--- src/include/ipg_pkg.sv ---
// ============================================================
// constants, register map and state types of the pulse generator
package ipg_pkg;

    // ============================================================
    // clocks and time base
    localparam int unsigned CLK_HZ           = 125_000_000;
    localparam int unsigned TICK_HZ          = 40_000_000;
    localparam int unsigned TICK_NS          = 25;

    // ============================================================
    // setting limits and presets, in their own units
    localparam int unsigned PERIOD_MIN_NS    = 300;
    localparam int unsigned PERIOD_MAX_NS    = 400_000_000;
    localparam int unsigned PERIOD_PRESET_NS = 2_000_000;
    localparam int unsigned WIDTH_MIN_NS     = 25;
    localparam int unsigned WIDTH_MAX_NS     = 400_000_000;
    localparam int unsigned WIDTH_PRESET_NS  = 1_000_000;
    localparam int unsigned RATE_SCALE       = 10;          // rate held in 0.1 Hz steps
    localparam int unsigned RATE_MIN_DHZ     = 25;          // 2.5 Hz
    localparam int unsigned RATE_MAX_DHZ     = 33_300_000;  // 3.33 MHz
    localparam int unsigned RATE_PRESET_DHZ  = 5_000;       // 500 Hz

    // ============================================================
    // widths
    localparam int TW    = 24;
    localparam int RW    = 26;
    localparam int DW    = 32;
    localparam int AW    = 5;
    localparam int BW    = 4;
    localparam int DIV_W = 32;
    localparam int CW    = 6;
    localparam int ACC_W = 8;

    // ============================================================
    // derived tick counts
    localparam logic [TW-1:0] PERIOD_MIN_TK    = TW'(PERIOD_MIN_NS / TICK_NS);
    localparam logic [TW-1:0] PERIOD_MAX_TK    = TW'(PERIOD_MAX_NS / TICK_NS);
    localparam logic [TW-1:0] PERIOD_PRESET_TK = TW'(PERIOD_PRESET_NS / TICK_NS);
    localparam logic [TW-1:0] WIDTH_MIN_TK     = TW'(WIDTH_MIN_NS / TICK_NS);
    localparam logic [TW-1:0] WIDTH_MAX_TK     = TW'(WIDTH_MAX_NS / TICK_NS);
    localparam logic [TW-1:0] WIDTH_PRESET_TK  = TW'(WIDTH_PRESET_NS / TICK_NS);
    localparam logic [TW-1:0] WIDTH_GUARD_TK   = TW'(1);
    localparam logic [RW-1:0] RATE_MIN         = RW'(RATE_MIN_DHZ);
    localparam logic [RW-1:0] RATE_MAX         = RW'(RATE_MAX_DHZ);
    localparam logic [RW-1:0] RATE_PRESET      = RW'(RATE_PRESET_DHZ);
    // ticks per second times rate scale: period_ticks * rate_dhz = this
    localparam logic [DIV_W-1:0] RECIP_NUM     = DIV_W'(64'(TICK_HZ) * 64'(RATE_SCALE));
    // fractional tick: add TICK_ADD per clock, tick on wrap past TICK_MOD
    localparam logic [ACC_W-1:0] TICK_ADD      = ACC_W'(TICK_HZ / 1_000_000);
    localparam logic [ACC_W-1:0] TICK_MOD      = ACC_W'(CLK_HZ / 1_000_000);

    // ============================================================
    // register map (byte addresses)
    localparam logic [AW-1:0] REG_CTRL   = 5'h00;
    localparam logic [AW-1:0] REG_PERIOD = 5'h04;
    localparam logic [AW-1:0] REG_RATE   = 5'h08;
    localparam logic [AW-1:0] REG_WIDTH  = 5'h0C;
    localparam logic [AW-1:0] REG_DELAY  = 5'h10;
    localparam logic [AW-1:0] REG_STATUS = 5'h14;

    localparam int CTRL_MODE_LSB   = 0;
    localparam int CTRL_MODE_W     = 2;
    localparam int CTRL_PRESET_BIT = 8;
    localparam int STAT_BUSY_BIT   = 0;
    localparam int STAT_PULSE_BIT  = 1;
    localparam int STAT_EXT_BIT    = 2;
    localparam int STAT_TRIG_BIT   = 3;
    localparam logic [DW-1:0] DATA_ZERO = 32'h0000_0000;

    // ============================================================
    // types
    typedef enum logic [1:0] {MODE_AUTO, MODE_GATE, MODE_TRIG} ipg_mode_e;
    typedef enum logic [1:0] {PH_IDLE, PH_DELAY, PH_HIGH} ipg_phase_e;
    typedef enum logic [1:0] {OP_NONE, OP_PERIOD, OP_RATE} ipg_op_e;

    typedef struct packed {
        ipg_mode_e         mode;
        logic [TW-1:0]     period;
        logic [RW-1:0]     rate;
        logic [TW-1:0]     width;
        logic [TW-1:0]     delay;
    } ipg_cfg_s;

    typedef struct packed {
        ipg_cfg_s          cfg;
        logic              waitreq;
        logic [DW-1:0]     rdata;
        ipg_op_e           op;
        logic              div_start;
        logic [DIV_W-1:0]  div_dvs;
        logic              ext;
        logic              ext_prev;
        logic              trig_pend;
        ipg_phase_e        phase;
        logic [TW-1:0]     cnt;
        logic              pulse;
    } ipg_main_s;

    typedef struct packed {
        logic              busy;
        logic              done;
        logic [CW-1:0]     cnt;
        logic [DIV_W-1:0]  rem;
        logic [DIV_W-1:0]  quo;
        logic [DIV_W-1:0]  dvs;
    } ipg_div_s;

    typedef struct packed {
        logic [ACC_W-1:0]  acc;
        logic              tick;
    } ipg_tick_s;

    localparam ipg_cfg_s CFG_PRESET = '{
        mode:   MODE_AUTO,
        period: PERIOD_PRESET_TK,
        rate:   RATE_PRESET,
        width:  WIDTH_PRESET_TK,
        delay:  '0
    };

endpackage

--- src/ipg_tick_gen.sv ---
`timescale 1ns/1ps
// ============================================================
// fractional tick source, one tick per 25 ns on average
module ipg_tick_gen
    import ipg_pkg::*;
#(
    parameter logic [ACC_W-1:0] ADD = TICK_ADD,
    parameter logic [ACC_W-1:0] MOD = TICK_MOD
) (
    // clock and reset
    input  wire logic CLK,
    input  wire logic RSTN,
    // tick strobe
    output      logic TICK
);

    ipg_tick_s s_ff;
    ipg_tick_s nxt_s;
    logic [ACC_W:0] sum;

    // accumulate and wrap; ticks jitter by one clock, mean rate is exact
    always_comb begin
        nxt_s = s_ff;
        sum = {1'b0, s_ff.acc} + {1'b0, ADD};
        if (sum >= {1'b0, MOD}) begin
            nxt_s.acc  = ACC_W'(sum - {1'b0, MOD});
            nxt_s.tick = 1'b1;
        end else begin
            nxt_s.acc  = sum[ACC_W-1:0];
            nxt_s.tick = 1'b0;
        end
    end

    // state register
    always_ff @(posedge CLK) begin
        if (!RSTN) begin
            s_ff <= '0;
        end else begin
            s_ff <= nxt_s;
        end
    end

    assign TICK = s_ff.tick;

endmodule

--- src/ipg_div.sv ---
`timescale 1ns/1ps
// ============================================================
// serial restoring divider, one quotient bit per clock
module ipg_div
    import ipg_pkg::*;
(
    // clock and reset
    input  wire logic             CLK,
    input  wire logic             RSTN,
    // request
    input  wire logic             START,
    input  wire logic [DIV_W-1:0] DIVIDEND,
    input  wire logic [DIV_W-1:0] DIVISOR,
    // answer
    output      logic             DONE,
    output      logic [DIV_W-1:0] QUOTIENT
);

    ipg_div_s     s_ff;
    ipg_div_s     nxt_s;
    logic [DIV_W:0] trial;

    // start ignored while busy; caller never issues one then
    always_comb begin
        nxt_s = s_ff;
        nxt_s.done = 1'b0;
        trial = {s_ff.rem, s_ff.quo[DIV_W-1]};
        if (!s_ff.busy) begin
            if (START) begin
                nxt_s.busy = 1'b1;
                nxt_s.rem  = '0;
                nxt_s.quo  = DIVIDEND;
                nxt_s.dvs  = DIVISOR;
                nxt_s.cnt  = '0;
            end
        end else begin
            if (trial >= {1'b0, s_ff.dvs}) begin
                nxt_s.rem = DIV_W'(trial - {1'b0, s_ff.dvs});
                nxt_s.quo = {s_ff.quo[DIV_W-2:0], 1'b1};
            end else begin
                nxt_s.rem = trial[DIV_W-1:0];
                nxt_s.quo = {s_ff.quo[DIV_W-2:0], 1'b0};
            end
            nxt_s.cnt = CW'(s_ff.cnt + 1'b1);
            if (s_ff.cnt == CW'(DIV_W - 1)) begin
                nxt_s.busy = 1'b0;
                nxt_s.done = 1'b1;
            end
        end
    end

    // state register
    always_ff @(posedge CLK) begin
        if (!RSTN) begin
            s_ff <= '0;
        end else begin
            s_ff <= nxt_s;
        end
    end

    assign DONE     = s_ff.done;
    assign QUOTIENT = s_ff.quo;

endmodule

--- src/ipg_top.sv ---
// Implementation choices: the register addresses and the Avalon-MM interface to the registers.
`timescale 1ns/1ps
// ============================================================
// internal pulse generator with Avalon-MM register slave
//
// What this block does
// - period clamped to 300 ns..400 ms, 25 ns steps
// - preset period is 2 ms
// - rate clamped to 2.5 Hz..3.33 MHz
// - preset rate is 500 Hz
// - last written of period/rate wins, other recomputed
// - width clamped to 25 ns..400 ms, 25 ns steps
// - preset width is 1 ms
// - width written above period forces period to width+25ns
// - preset selects free-running automatic mode
// - automatic mode pulses continuously, ignores external input
// - gate mode ANDs pulse train with external gate
// - trigger mode starts one pulse per rising edge seen while idle; edges during delay or pulse are dropped
// - triggered pulse delayed by programmable delay
module ipg_top
    import ipg_pkg::*;
(
    // clock and reset
    input  wire logic          CLK,
    input  wire logic          RSTN,
    // avalon-mm slave
    input  wire logic [AW-1:0] AVS_ADDRESS,
    input  wire logic          AVS_READ,
    input  wire logic          AVS_WRITE,
    input  wire logic [DW-1:0] AVS_WRITEDATA,
    input  wire logic [BW-1:0] AVS_BYTEENABLE,
    output      logic [DW-1:0] AVS_READDATA,
    output      logic          AVS_WAITREQUEST,
    // external gate / trigger input
    input  wire logic          EXT_PULSE_IN,
    // modulator drive
    output      logic          PULSE_OUT
);

    // ============================================================
    // reset image: presets, bus idle with waitrequest high
    localparam ipg_main_s MAIN_RESET = '{
        cfg:       CFG_PRESET,
        waitreq:   1'b1,
        rdata:     '0,
        op:        OP_NONE,
        div_start: 1'b0,
        div_dvs:   '0,
        ext:       1'b0,
        ext_prev:  1'b0,
        trig_pend: 1'b0,
        phase:     PH_IDLE,
        cnt:       '0,
        pulse:     1'b0
    };

    // ============================================================
    // helpers
    function automatic logic [DW-1:0] merge_be(input logic [DW-1:0] old_v,
                                               input logic [DW-1:0] new_v,
                                               input logic [BW-1:0] be);
        logic [DW-1:0] res;
        res = old_v;
        for (int i = 0; i < BW; i++) begin
            if (be[i]) begin
                res[i*8 +: 8] = new_v[i*8 +: 8];
            end
        end
        return res;
    endfunction

    function automatic logic [TW-1:0] clamp_tk(input logic [DW-1:0] v,
                                               input logic [TW-1:0] lo,
                                               input logic [TW-1:0] hi);
        logic [TW-1:0] res;
        res = v[TW-1:0];
        if (v < DW'(lo)) begin
            res = lo;
        end else if (v > DW'(hi)) begin
            res = hi;
        end
        return res;
    endfunction

    function automatic logic [RW-1:0] clamp_rate(input logic [DW-1:0] v);
        logic [RW-1:0] res;
        res = v[RW-1:0];
        if (v < DW'(RATE_MIN)) begin
            res = RATE_MIN;
        end else if (v > DW'(RATE_MAX)) begin
            res = RATE_MAX;
        end
        return res;
    endfunction

    // ============================================================
    // submodules
    ipg_main_s        s_ff;
    ipg_main_s        nxt_s;
    logic             tick;
    logic             div_done;
    logic [DIV_W-1:0] div_quo;

    // 40 MHz tick from the 125 MHz clock
    ipg_tick_gen u_tick (
        .CLK  (CLK),
        .RSTN (RSTN),
        .TICK (tick)
    );

    // reciprocal between period ticks and rate in 0.1 Hz
    ipg_div u_div (
        .CLK      (CLK),
        .RSTN     (RSTN),
        .START    (s_ff.div_start),
        .DIVIDEND (RECIP_NUM),
        .DIVISOR  (s_ff.div_dvs),
        .DONE     (div_done),
        .QUOTIENT (div_quo)
    );

    // ============================================================
    // next-state logic
    logic          accept;
    logic          rise;
    logic          train;
    logic [DW-1:0] wval;
    logic [TW-1:0] tk;
    logic [RW-1:0] rv;
    logic [TW-1:0] cnt_inc;

    always_comb begin
        nxt_s = s_ff;
        nxt_s.waitreq   = 1'b1;
        nxt_s.div_start = 1'b0;
        wval = DATA_ZERO;
        tk = '0;
        rv = '0;
        cnt_inc = TW'(s_ff.cnt + 1'b1);

        // input taken as synchronous; one stage for edge history
        nxt_s.ext      = EXT_PULSE_IN;
        nxt_s.ext_prev = s_ff.ext;
        rise = s_ff.ext & ~s_ff.ext_prev;

        // reciprocal result lands in whichever setting was not written
        if (div_done) begin
            if (s_ff.op == OP_PERIOD) begin
                nxt_s.cfg.period = clamp_tk(div_quo, PERIOD_MIN_TK, PERIOD_MAX_TK);
            end else if (s_ff.op == OP_RATE) begin
                nxt_s.cfg.rate = clamp_rate(div_quo);
            end
            nxt_s.op = OP_NONE;
        end

        // bus: hold off while a recompute is in flight so reads stay coherent
        accept = (AVS_READ | AVS_WRITE) & s_ff.waitreq & ~s_ff.div_start
                 & (s_ff.op == OP_NONE);
        if (accept) begin
            nxt_s.waitreq = 1'b0;
            if (AVS_READ) begin
                nxt_s.rdata = DATA_ZERO; // writes leave the last read data standing
                unique case (AVS_ADDRESS)
                    REG_CTRL:   nxt_s.rdata = DW'(s_ff.cfg.mode);
                    REG_PERIOD: nxt_s.rdata = DW'(s_ff.cfg.period);
                    REG_RATE:   nxt_s.rdata = DW'(s_ff.cfg.rate);
                    REG_WIDTH:  nxt_s.rdata = DW'(s_ff.cfg.width);
                    REG_DELAY:  nxt_s.rdata = DW'(s_ff.cfg.delay);
                    REG_STATUS: begin
                        nxt_s.rdata[STAT_BUSY_BIT]  = (s_ff.op != OP_NONE);
                        nxt_s.rdata[STAT_PULSE_BIT] = s_ff.pulse;
                        nxt_s.rdata[STAT_EXT_BIT]   = s_ff.ext;
                        nxt_s.rdata[STAT_TRIG_BIT]  = (s_ff.phase != PH_IDLE);
                    end
                    default:    nxt_s.rdata = DATA_ZERO;
                endcase
            end else begin
                unique case (AVS_ADDRESS)
                    REG_CTRL: begin
                        wval = merge_be(DW'(s_ff.cfg.mode), AVS_WRITEDATA, AVS_BYTEENABLE);
                        if (wval[CTRL_PRESET_BIT]) begin
                            nxt_s.cfg   = CFG_PRESET;
                            nxt_s.phase = PH_IDLE;
                            nxt_s.cnt   = '0;
                            nxt_s.trig_pend = 1'b0;
                        end else if (wval[CTRL_MODE_LSB +: CTRL_MODE_W] != 2'h3) begin
                            // illegal mode code is ignored
                            nxt_s.cfg.mode  = ipg_mode_e'(wval[CTRL_MODE_LSB +: CTRL_MODE_W]);
                            nxt_s.phase     = PH_IDLE;
                            nxt_s.cnt       = '0;
                            nxt_s.trig_pend = 1'b0;
                        end
                    end
                    REG_PERIOD: begin
                        wval = merge_be(DW'(s_ff.cfg.period), AVS_WRITEDATA, AVS_BYTEENABLE);
                        tk = clamp_tk(wval, PERIOD_MIN_TK, PERIOD_MAX_TK);
                        nxt_s.cfg.period = tk;
                        nxt_s.div_dvs    = DIV_W'(tk);
                        nxt_s.div_start  = 1'b1;
                        nxt_s.op         = OP_RATE;
                    end
                    REG_RATE: begin
                        wval = merge_be(DW'(s_ff.cfg.rate), AVS_WRITEDATA, AVS_BYTEENABLE);
                        rv = clamp_rate(wval);
                        nxt_s.cfg.rate  = rv;
                        nxt_s.div_dvs   = DIV_W'(rv);
                        nxt_s.div_start = 1'b1;
                        nxt_s.op        = OP_PERIOD;
                    end
                    REG_WIDTH: begin
                        wval = merge_be(DW'(s_ff.cfg.width), AVS_WRITEDATA, AVS_BYTEENABLE);
                        tk = clamp_tk(wval, WIDTH_MIN_TK, WIDTH_MAX_TK);
                        nxt_s.cfg.width = tk;
                        if (tk > s_ff.cfg.period) begin
                            // may exceed the period ceiling by one tick at max width
                            nxt_s.cfg.period = TW'(tk + WIDTH_GUARD_TK);
                            nxt_s.div_dvs    = DIV_W'(tk + WIDTH_GUARD_TK);
                            nxt_s.div_start  = 1'b1;
                            nxt_s.op         = OP_RATE;
                        end
                    end
                    REG_DELAY: begin
                        wval = merge_be(DW'(s_ff.cfg.delay), AVS_WRITEDATA, AVS_BYTEENABLE);
                        nxt_s.cfg.delay = wval[TW-1:0];
                    end
                    default: begin
                        // unmapped or read-only: answered, no effect
                    end
                endcase
            end
        end

        // pulse engine, advancing only on ticks
        unique case (s_ff.cfg.mode)
            MODE_AUTO, MODE_GATE: begin
                if (tick) begin
                    if (s_ff.cnt >= TW'(s_ff.cfg.period - 1'b1)) begin
                        nxt_s.cnt = '0;
                    end else begin
                        nxt_s.cnt = cnt_inc;
                    end
                end
            end
            MODE_TRIG: begin
                // set wins over consumption: an edge in the cycle the pending trigger is taken is kept
                if (rise && s_ff.phase == PH_IDLE) begin
                    nxt_s.trig_pend = 1'b1;
                end
                if (tick) begin
                    unique case (s_ff.phase)
                        PH_IDLE: begin
                            if (s_ff.trig_pend) begin
                                nxt_s.trig_pend = rise;
                                nxt_s.cnt = '0;
                                if (s_ff.cfg.delay == '0) begin
                                    nxt_s.phase = PH_HIGH;
                                end else begin
                                    nxt_s.phase = PH_DELAY;
                                end
                            end
                        end
                        PH_DELAY: begin
                            if (cnt_inc >= s_ff.cfg.delay) begin
                                nxt_s.phase = PH_HIGH;
                                nxt_s.cnt   = '0;
                            end else begin
                                nxt_s.cnt = cnt_inc;
                            end
                        end
                        PH_HIGH: begin
                            if (cnt_inc >= s_ff.cfg.width) begin
                                nxt_s.phase = PH_IDLE;
                                nxt_s.cnt   = '0;
                            end else begin
                                nxt_s.cnt = cnt_inc;
                            end
                        end
                        default: begin
                            nxt_s.phase = PH_IDLE;
                        end
                    endcase
                end
            end
            default: begin
                nxt_s.cfg.mode = MODE_AUTO;
            end
        endcase

        // output level, registered for a clean modulator drive
        train = (s_ff.cnt < s_ff.cfg.width);
        unique case (s_ff.cfg.mode)
            MODE_AUTO: nxt_s.pulse = train;
            MODE_GATE: nxt_s.pulse = train & s_ff.ext;
            MODE_TRIG: nxt_s.pulse = (s_ff.phase == PH_HIGH);
            default:   nxt_s.pulse = 1'b0;
        endcase
    end

    // ============================================================
    // state register
    always_ff @(posedge CLK) begin
        if (!RSTN) begin
            s_ff <= MAIN_RESET;
        end else begin
            s_ff <= nxt_s;
        end
    end

    // ============================================================
    // outputs straight from flip-flops
    assign AVS_READDATA    = s_ff.rdata;
    assign AVS_WAITREQUEST = s_ff.waitreq;
    assign PULSE_OUT       = s_ff.pulse;

endmodule

--- config.mk ---
export PLATFORM = sky130hd
export DESIGN_NAME = ipg_top
export DESIGN_NICKNAME = d
export VERILOG_FILES = /design/src/include/ipg_pkg.sv /design/src/ipg_tick_gen.sv /design/src/ipg_div.sv /design/src/ipg_top.sv
export SDC_FILE = /design/constraint.sdc
export NUM_CORES = 1
export LEC_CHECK = 0
export BUFFER_PORTS_ARGS = -buffer_cell sky130_fd_sc_hd__buf_2
export CAP_MARGIN = 20
export CELL_PAD_IN_SITES_DETAIL_PLACEMENT = 2
export CELL_PAD_IN_SITES_GLOBAL_PLACEMENT = 2
export CORE_MARGIN = 2
export CORE_UTILIZATION = 38
export CTS_CLUSTER_DIAMETER = 120
export CTS_CLUSTER_SIZE = 12
export DETAILED_ROUTE_END_ITERATION = 12
export MAX_ROUTING_LAYER = met4
export PLACE_DENSITY = 0.9
export SETUP_SLACK_MARGIN = 0.4
export SLEW_MARGIN = 20
export SYNTH_ARGS = -nofsm -noshare
export SYNTH_HDL_FRONTEND = slang
export SYNTH_SLANG_ARGS = --single-unit
--- constraint.sdc ---
create_clock -name CLK -period 6.45 [get_ports CLK]
set_input_delay 0.3225 -clock CLK [delete_from_list [all_inputs] [get_ports CLK]]
set_output_delay 0.3225 -clock CLK [all_outputs]
set_load 0.02 [all_outputs]
After elaboration in Yosys (flattened, before gate mapping)
Cells that the tools add are included.
{"block": "classes", "mux": 120, "n_shift": 0, "n_eq_ne": 18, "magnitude_cmp": 17, "div_mod_pow": 0, "add_sub_neg": 8, "multipliers": 0, "bitwise": 12, "reduce_logical": 26}
{"cell": "two-way mux 8 bit", "n": 50}
{"cell": "two-way mux 24 bit", "n": 15}
{"cell": "two-way mux 98 bit", "n": 2}
{"cell": "two-way mux 27 bit", "n": 7}
{"cell": "two-way mux 166 bit", "n": 1}
{"cell": "two-way mux 26 bit", "n": 6}
{"cell": "case mux 24 bit (2 select lines)", "n": 3}
{"cell": "case mux 24 bit (3 select lines)", "n": 2}
{"cell": "case mux 35 bit (3 select lines)", "n": 1}
{"cell": "two-way mux 102 bit", "n": 1}
{"cell": "> comparator 32 x 24 -> 1 bit (second input constant)", "n": 3}
{"cell": "case mux 22 bit (4 select lines)", "n": 1}
{"cell": ">= comparator 24 bit", "n": 3}
{"cell": "two-way mux 35 bit", "n": 2}
{"cell": "two-way mux 70 bit", "n": 1}
{"cell": "> comparator 32 x 25 -> 1 bit (second input constant)", "n": 2}
{"cell": "less-than comparator 32 x 4 -> 1 bit (second input constant)", "n": 2}
{"cell": "less-than comparator 32 x 5 -> 1 bit (second input constant)", "n": 2}
{"cell": "two-way mux 64 bit", "n": 1}
{"cell": "case mux 26 bit (2 select lines)", "n": 1}
{"cell": "two-way mux 50 bit", "n": 1}
{"cell": "adder 24 x 1 -> 24 bit (second input constant)", "n": 2}
{"cell": ">= comparator 33 x 32 -> 1 bit", "n": 1}
{"cell": "less-than comparator 32 x 1 -> 1 bit (second input constant)", "n": 1}
{"cell": "38 further kinds", "n": 90}
{"block": "totals", "ramBits": 0, "input_bits": 46, "output_inout_bits": 34, "regBits": 311, "mem_count": 0, "mem_bits_ro": 0, "latch_bits": 0, "wordCells": 227}

Logic depth before layout (Yosys ltp)
Gate-level depths: netlist (run 1).
{"block": "depth", "word_depth": 16, "depth_mapped": 21, "mapped_depth_nobuf": 18}

Cells and area by module
From an unflattened synthesis (run 1), not the netlist that was laid out.
{"block": "unflattened", "cells_unflattened": 2922, "hier_area_um2": 22569.1}
{"module": "ipg_top", "seq_area_each_um2": 3723.6, "area_per_inst_um2": 15426.0, "n_inst": 1, "cells_each": 2044}
{"module": "ipg_div", "seq_area_each_um2": 2082.0, "area_per_inst_um2": 6603.8, "n_inst": 1, "cells_each": 816}
{"module": "ipg_tick_gen", "seq_area_each_um2": 180.2, "area_per_inst_um2": 539.3, "n_inst": 1, "cells_each": 62}

Least setup slack after synthesis (run 1)
OpenSTA, ideal clock, no wires.
{"block": "synth_timing", "kind": "register to register", "startpoint": "reg s_ff[172] (netlist name)", "endpoint": "reg s_ff[10] (netlist name)", "setup_time_ns": 0.060, "t_arrival_ns": 4.705, "stages_incl_launch_ff": 20, "path_slack_ns": 1.686, "path_buffers": 1, "required_time_ns": 6.390, "period_less_slack_ns": 4.764, "cell_sequence": "dfxtp_1 > inv_1 > ha_1 > and3_1 > nand2_1 > or4_1 > or4_1 > nor4_1 > nor2b_1 > xnor2_1 > ha_1 > a21o_1 > a21o_1 > a211o_1 > a2111oi_0 > o211ai_1 > nor2_1 > a21o_1 > clkbuf_1 > a22o_1"}
{"block": "synth_via", "elab_chain_cells": 5}
{"item": "start, declared", "line": "ipg_top.sv:98", "source": "ipg_main_s s_ff;"}
{"item": "start signal, assigned", "line": "ipg_top.sv:305", "source": "s_ff <= nxt_s;"}
{"item": "subtractor 24 x 1 -> 24 bit", "line": "ipg_top.sv:237", "source": "if (s_ff.cnt >= TW'(s_ff.cfg.period - 1'b1)) begin"}
{"item": ">= comparator 24 bit", "line": "ipg_top.sv:237"}
{"item": "two-way mux 24 bit", "line": "ipg_top.sv:237"}
{"item": "two-way mux 24 bit", "line": "ipg_top.sv:236", "source": "if (tick) begin"}
{"item": "case mux 24 bit (2 select lines)", "line": "ipg_top.sv:234", "source": "unique case (s_ff.cfg.mode)"}
Every way passes these cells.
A chain may end at the register's enable or synchronous reset.

Final worst setup path (run 1)
Ends and elaborated chain as after synthesis.

==> impl_metrics.py, run 1 <==
metrics = {
    "logic_synthesis": {
        "synth_most_common_cell": "nand2_1",
        "synth_top_flop_cell": "dfxtp_1",
        "synth_cell_types": 85,
        "synth_area_leaders": "dfxtp_1 28%, ha_1 9.2%, nand2_1 5.4%",
        "syn_inst": 2766,
        "yosys-top-cells-count": "305 x nand2_1, 293 x dfxtp_1, 211 x nor2_1",
        "synth_edf_count": 0,
        "ys_seq_area_share_pct": 27.9,
        "syn_area_per_cell_um2": 7.61,
        "synth_area_um2": 21000,
        "yosysTopAreaCell": "dfxtp_1",
        "synth_top_area_share_pct": 27.9,
        "yosysWarningCount": 0,
        "async_flop_share_pct": 0,
        "ys_ff_latch": 293,
    },
    "timing": {
        "setup_slack_ps": 596,
        "slew_headroom_pct": 11.3,
        "min_period_over_period_pct": 90.8,
        "tightest_slew_ps": 1320,
        "setup_viol": 0,
        "skew_ps": 33.9,
        "rsz0062_at_grt": "false",
        "drv_slew": 0,
        "fmax_mhz": 171,
        "fin_tns_setup_ps": 0,
        "min_period_ps": 5850,
        "final-hold-violation-count": 0,
    },
    "min_path": {
        "hold_start": "AVS_WRITEDATA[23]",
        "hold_path.class": "in -> reg",
        "holdPathStages": 3,
        "min_to": "s_ff[121]",
    },
    "power": {
        "power_per_cell_area_nw_per_um2": 175,
        "pwr-share-clk_pct": 40.7,
        "p_switching_w": 0.00121,
        "p_seq_share_pct": 46.4,
        "pwr-share-comb_pct": 12.9,
        "switching_share_pct": 30.4,
        "cellInternalPower_w": 0.00277,
        "cellLeakagePower_nw": 8.67,
        "peakVddDrop_v": 0.000195,
    },
    "routing": {
        "viasPerCell": 6.82,
        "drtIter0Drc": 2592,
        "ant_nets": 0,
        "dr.pass1.iters": 6,
        "routed_wirelength_mm": 114,
        "remaining_drc_errors": 0,
        "wl_per_cell_um": 33.0,
        "dr_total_vias": 23616,
    },
    "floorplan": {
        "start_util_pct": 38.3,
        "die_area_um2": 57300,
        "die_h_um": 239,
        "rows": 86,
        "core_um2": 54900,
        "pin_count": 80,
        "die_width_um": 239,
    },
    "critical_path": {
        "r2r_slack_ps": 600,
        "start_kind": "flip-flop",
        "r2r-end": "s_ff[10]",
        "crit_path_max_fanout": 10,
        "path_class": "reg -> reg",
        "cp-end-kind": "flip-flop",
        "arrival_ps": 6350,
        "reg2reg_depth": 19,
        "reg2reg_from": "s_ff[172]",
        "crit_required_ps": 6940,
    },
    "grt": {
        "first_global_vias": 23831,
        "grt_usage_pct": 40.3,
        "antenna_found_initial": 9,
        "grt_max_degree": 78,
        "grt_pass1_wl_mm": 166,
        "gr-total-overflow": 0,
    },
    "finish": {
        "area_growth_pct": 8.18,
        "drive_gt1_share_pct": 8.10,
        "fill_cells": 6394,
        "stdcell_area_um2": 22800,
        "nNetsFinal": 2953,
    },
    "job": {
        "maxCapViolCount": 0,
    },
    "clocking": {
        "cts_tree": "done",
        "clock_path_buffers": 3,
        "cts_root_buf": "clkbuf_16",
        "cts-htree-levels": 1,
        "cts_sinks": 293,
        "clk_pin_slew_ps": 70,
        "cts_buffers": 28,
        "post_cts_buffers": 0,
        "insertion_delay_ps": 620,
    },
    "place": {
        "dpl_cell_area_um2": 21900,
        "port_buffers": 73,
        "dpl_worst_slack_ps": 549,
        "dpl.hpwl_mm": 88.2,
        "gp_congestion": 0.999,
    },
    "status": {
        "outcome": "finished, final reports clean",
    },
}
[sequential cells by signal (all words and copies together), names as in the netlist]
signal and count:
s_ff 157, u_div.s_ff 65, u_div.QUOTIENT 32, AVS_READDATA 26
u_tick.s_ff 8, AVS_WAITREQUEST 1, PULSE_OUT 1, nxt_s 1
u_div.DONE 1, u_tick.TICK 1
[what timing repair did]
action,in CTS,in global routing
endpoints found under the setup margin,0,13
endpoints found under the hold margin,1,0
hold buffers,1,0
resized for setup,0,1
[layer usage]
layer  vias to the layer above  track usage [%]  wire length [µm]  share of wire [%]
met3                       221             7.79             10300                9.0
met1                     12195             55.5             51100                 45
met5                         -                -                 0                  0
met4                         0             12.3              4040                3.5
met2                      1152             59.3             48800                 43
li1                      10048                -                 -                  -
[power by group through the flow]
stage | Sequential (W) | Combinational (W) | Clock, W
after floorplan | 0.00188 | 0.000282 | 0
after global placement | 0.00189 | 0.000474 | 0
after detailed placement | 0.00189 | 0.000487 | 0
after CTS | 0.00185 | 0.000492 | 0.00163
after global routing | 0.00185 | 0.000533 | 0.00170
final | 0.00185 | 0.000514 | 0.00162
[worst max-delay path: stages (launching register included)]
cell       delay [ps]
dfxtp_1           360
inv_1             230
ha_1              230
and3_1            270
nand2_1            90
or4_1             590
or4_1             540
nor4_2            400
nor2b_1           230
xnor2_1            90
ha_1              320
nand4_1           170
or3_1             500
nor3_1            480
a2111oi_0         140
o211ai_1          140
buf_4             210
nor2_1            120
a21o_1            340
a22o_1            290
[metrics by stage]
step	total power [W]	hold slack, ps	utilization, %	cells
floorplan	0.00216	427	-	2771
CTS	0.00397	51.2	41.4	3457
global route	0.00408	57.8	41.5	3462
global placement	0.00236	443	40.0	3425
finish	0.00399	61.7	41.5	3463
detailed placement	0.00238	452	40.0	3425
[cells by family after synthesis]
group	count (synthesis)	synth area share, %
simple gates	937	21.3
compound gates	889	27.8
buf+inv	338	6.89
flops	293	27.9
fa+ha+maj	155	9.25
xor+xnor	88	3.66
mux	65	3.16
other cells	1	0.0178
[how the worst max path moves through the flow]
stage,startpoint,end,slack (ps),cells past startpoint
floorplan,s_ff[172],s_ff[10],1690,19
global placement,s_ff[172],s_ff[4],800,19
detailed placement,s_ff[172],s_ff[6],550,19
CTS,s_ff[172],s_ff[10],510,19
global route,s_ff[172],s_ff[10],450,19
finish,s_ff[172],s_ff[10],600,19
[cell usage in the layout (no fill, tap or decap), types with 18 or more instances in the layout]
master / instances
o211ai_1: 28
nand3_1: 110
o22ai_1: 30
a21o_1: 38
a31oi_1: 30
and3_1: 25
nor2b_1: 19
o21ai_0: 205
inv_1: 145
and2_1: 22
nor4_1: 32
a21oi_1: 205
o21a_1: 38
dfxtp_1: 293
clkbuf_16: 28
nand4_1: 45
nor3_1: 65
nor2_1: 207
or3_1: 18
a211oi_1: 26
mux2i_1: 54
a22o_1: 38
a22oi_1: 81
buf_2: 73
xnor2_1: 60
ha_1: 154
buf_4: 68
xor2_1: 28
nand2_1: 303
[final cells by class]
cell class	count	area, µm²	area share (%)
antenna	6	15.0	0.0660
clock buffer	28	701	3.08
clock inverter	3	65.1	0.286
inverter	147	554	2.44
multi-input combinational	2140	13800	60.6
sequential	293	5870	25.8
tap	704	881	3.87
timing repair buffer	142	886	3.89
(Power assumes the default switching activity.)
==> run 2: changes to the inputs <==
--- a/config.mk
+++ b/config.mk
@@ -10,12 +10,12 @@
 export CELL_PAD_IN_SITES_DETAIL_PLACEMENT = 2
 export CELL_PAD_IN_SITES_GLOBAL_PLACEMENT = 2
 export CORE_MARGIN = 2
-export CORE_UTILIZATION = 38
+export CORE_UTILIZATION = 41
 export CTS_CLUSTER_DIAMETER = 120
 export CTS_CLUSTER_SIZE = 12
 export DETAILED_ROUTE_END_ITERATION = 12
 export MAX_ROUTING_LAYER = met4
-export PLACE_DENSITY = 0.9
+export PLACE_DENSITY = 0.95
 export SETUP_SLACK_MARGIN = 0.4
 export SLEW_MARGIN = 20
 export SYNTH_ARGS = -nofsm -noshare
==> constraint.sdc (replaced) <==
create_clock -name CLK -period 6.9 [get_ports CLK]
set_input_delay 0.345 -clock CLK [delete_from_list [all_inputs] [get_ports CLK]]
set_output_delay 0.345 -clock CLK [all_outputs]
set_load 0.02 [all_outputs]
==> run 2 against run 1 <==
  * Worst setup slack got worse by 5.6 ps
  * Final cell count decreased by 0.84%
  * Core utilization increased by 2.9 points
  * Largest cell class unchanged
==> impl_metrics.py, run 2 (same netlist as run 1, synthesis figures left out) <==
metrics = {
    "floorplan": {
        "core_um2": 51000,
        "pin_count": 80,
        "die_width_um": 231,
        "die_area_um2": 53100,
        "die_h_um": 231,
        "start_util_pct": 41.3,
        "rows": 83,
    },
    "power": {
        "pwr-share-clk_pct": 39.9,
        "cellLeakagePower_nw": 8.59,
        "power_per_cell_area_nw_per_um2": 163,
        "switching_share_pct": 30.6,
        "p_switching_w": 0.00113,
        "pwr-share-comb_pct": 13.1,
        "cellInternalPower_w": 0.00255,
        "p_seq_share_pct": 47.0,
        "peakVddDrop_v": 0.000166,
    },
    "job": {
        "maxCapViolCount": 0,
    },
    "critical_path": {
        "r2r-end": "s_ff[38]",
        "reg2reg_depth": 14,
        "r2r_slack_ps": 590,
        "start_kind": "flip-flop",
        "cp-end-kind": "flip-flop",
        "reg2reg_from": "s_ff[135]",
        "cp-startpoint": "s_ff[135]",
        "crit_required_ps": 7380,
        "worstPathCellList": "inv_1 -> a311oi_1 -> o211ai_1 -> o21ai_1 -> a21o_1 -> nor2_1 -> ha_1 -> a21o_1 -> a2111oi_0 -> o22ai_1 -> o21ai_0 -> or3_1 -> o22ai_1 -> o31a_1",
        "critPathSlowestCell": "a2111oi_0",
        "max_stage_delay_ps": 830,
        "crit_path_max_fanout": 18,
        "path_class": "reg -> reg",
        "arrival_ps": 6790,
        "crit_path_end": "s_ff[38]",
    },
    "timing": {
        "rsz0062_at_grt": "false",
        "slew_headroom_pct": 3.47,
        "skew_ps": 37.2,
        "setup_slack_ps": 590,
        "final-hold-violation-count": 0,
        "fmax_mhz": 158,
        "fin_tns_setup_ps": 0,
        "min_period_over_period_pct": 91.5,
        "drv_slew": 0,
        "min_period_ps": 6310,
        "setup_viol": 0,
        "tightest_slew_ps": 1430,
    },
    "clocking": {
        "insertion_delay_ps": 630,
        "cts_buffers": 28,
        "clk_pin_slew_ps": 70,
        "clock_path_buffers": 3,
        "cts_sinks": 293,
        "cts_tree": "done",
        "cts-htree-levels": 1,
        "cts_root_buf": "clkbuf_16",
    },
    "routing": {
        "ant_nets": 0,
        "remaining_drc_errors": 0,
        "routed_wirelength_mm": 115,
        "viasPerCell": 7.06,
        "drtIter0Drc": 2908,
        "dr_total_vias": 24241,
        "dr.pass1.iters": 7,
        "wl_per_cell_um": 33.4,
    },
    "place": {
        "dpl_worst_slack_ps": 400,
        "dpl_cell_area_um2": 21800,
        "dpl.hpwl_mm": 87.1,
        "gp_congestion": 1.08,
        "port_buffers": 73,
    },
    "grt": {
        "gr-total-overflow": 0,
        "antenna_found_initial": 10,
        "grt_usage_pct": 42.9,
        "grt_max_degree": 72,
        "grt_pass1_wl_mm": 167,
        "first_global_vias": 24802,
    },
    "finish": {
        "area_growth_pct": 7.47,
        "drive_gt1_share_pct": 7.52,
        "nNetsFinal": 2940,
        "fill_cells": 5812,
        "layout_commonest_cell": "nand2_1",
        "top_register": "s_ff",
        "largest_reg_flops": 157,
        "stdcell_area_um2": 22600,
        "final_cell_mix": "305 x nand2_1, 293 x dfxtp_1, 208 x nor2_1",
    },
    "status": {
        "outcome": "finished, final reports clean",
    },
    "min_path": {
        "hold_path.class": "in -> reg",
    },
}
## run 2: cell types whose count changed in the layout (fill, tap and decap cells not counted), sizes merged
cell,change
buf,-13
diode,+9
bufinv,-1
clkinv,-1
inv,+1
## run 2: through the flow
step | instances | utilization [%] | power (W) | hold slack [ps]
after floorplan | 2771 | - | 0.00202 | 427
after global placement | 3385 | 42.7 | 0.00220 | 438
after global routing | 3432 | 44.3 | 0.00375 | 89.1
after CTS | 3416 | 44.2 | 0.00365 | 66.1
after detailed placement | 3385 | 42.7 | 0.00222 | 454
final | 3434 | 44.3 | 0.00368 | 95.9
## run 2: how the worst min path moves through the flow
| stage | from | end | cells after the start |
|---|---|---|---|
| global placement | AVS_READDATA[25] | AVS_READDATA[25] | 2 |
| floorplan | s_ff[55] | u_div.s_ff[25] | 2 |
| finish | AVS_WRITEDATA[20] | s_ff[118] | 3 |
| CTS | AVS_WRITEDATA[20] | s_ff[118] | 3 |
| global route | AVS_WRITEDATA[20] | s_ff[118] | 3 |
| detailed placement | s_ff[31] | u_div.s_ff[1] | 2 |
## run 2: worst max-delay path, delay by kind of cell, from the launching register on
kind                       cells  cell delay (ps)
AOI/OAI and AO/OA             10             4300
and+or+nand+nor                2              720
DFF                            1              550
adders and majority gates      1              340
buffers and inverters          1              250
## run 2: power groups by stage
stage               clock [W]  sequential (W)  combinational (W)
floorplan                   0         0.00176           0.000264
global placement            0         0.00176           0.000431
detailed placement          0         0.00177           0.000449
CTS                   0.00147         0.00173           0.000454
global route          0.00153         0.00173           0.000496
finish                0.00147         0.00173           0.000483
## run 2: cell type report
| class | instances | area [µm²] | share of cell area (%) |
|---|---|---|---|
| diodes | 15 | 37.5 | 0.166 |
| clock buffers | 28 | 701 | 3.10 |
| clock inverters | 2 | 38.8 | 0.172 |
| inverters | 147 | 554 | 2.45 |
| multi-input cells | 2140 | 13800 | 60.9 |
| flip-flops and latches | 293 | 5870 | 25.9 |
| well taps | 680 | 851 | 3.76 |
| repair buffers | 129 | 788 | 3.49 |
## run 2: repair_timing
| action | 4_1_cts | 5_1_grt |
|---|---|---|
| gates resized for setup | 0 | 0 |
| hold endpoints to repair | 1 | 0 |
| endpoints found under the setup margin | 0 | 9 |
| hold buffers | 1 | 0 |
| setup buffers | 0 | 3 |
## run 2: per-layer routing
metal / routed length [µm] / GRT usage, %
met5: 0 / -
met4: 5280 / 16.6
met3: 13300 / 12.7
met2: 49700 / 64.4
met1: 46500 / 54.0
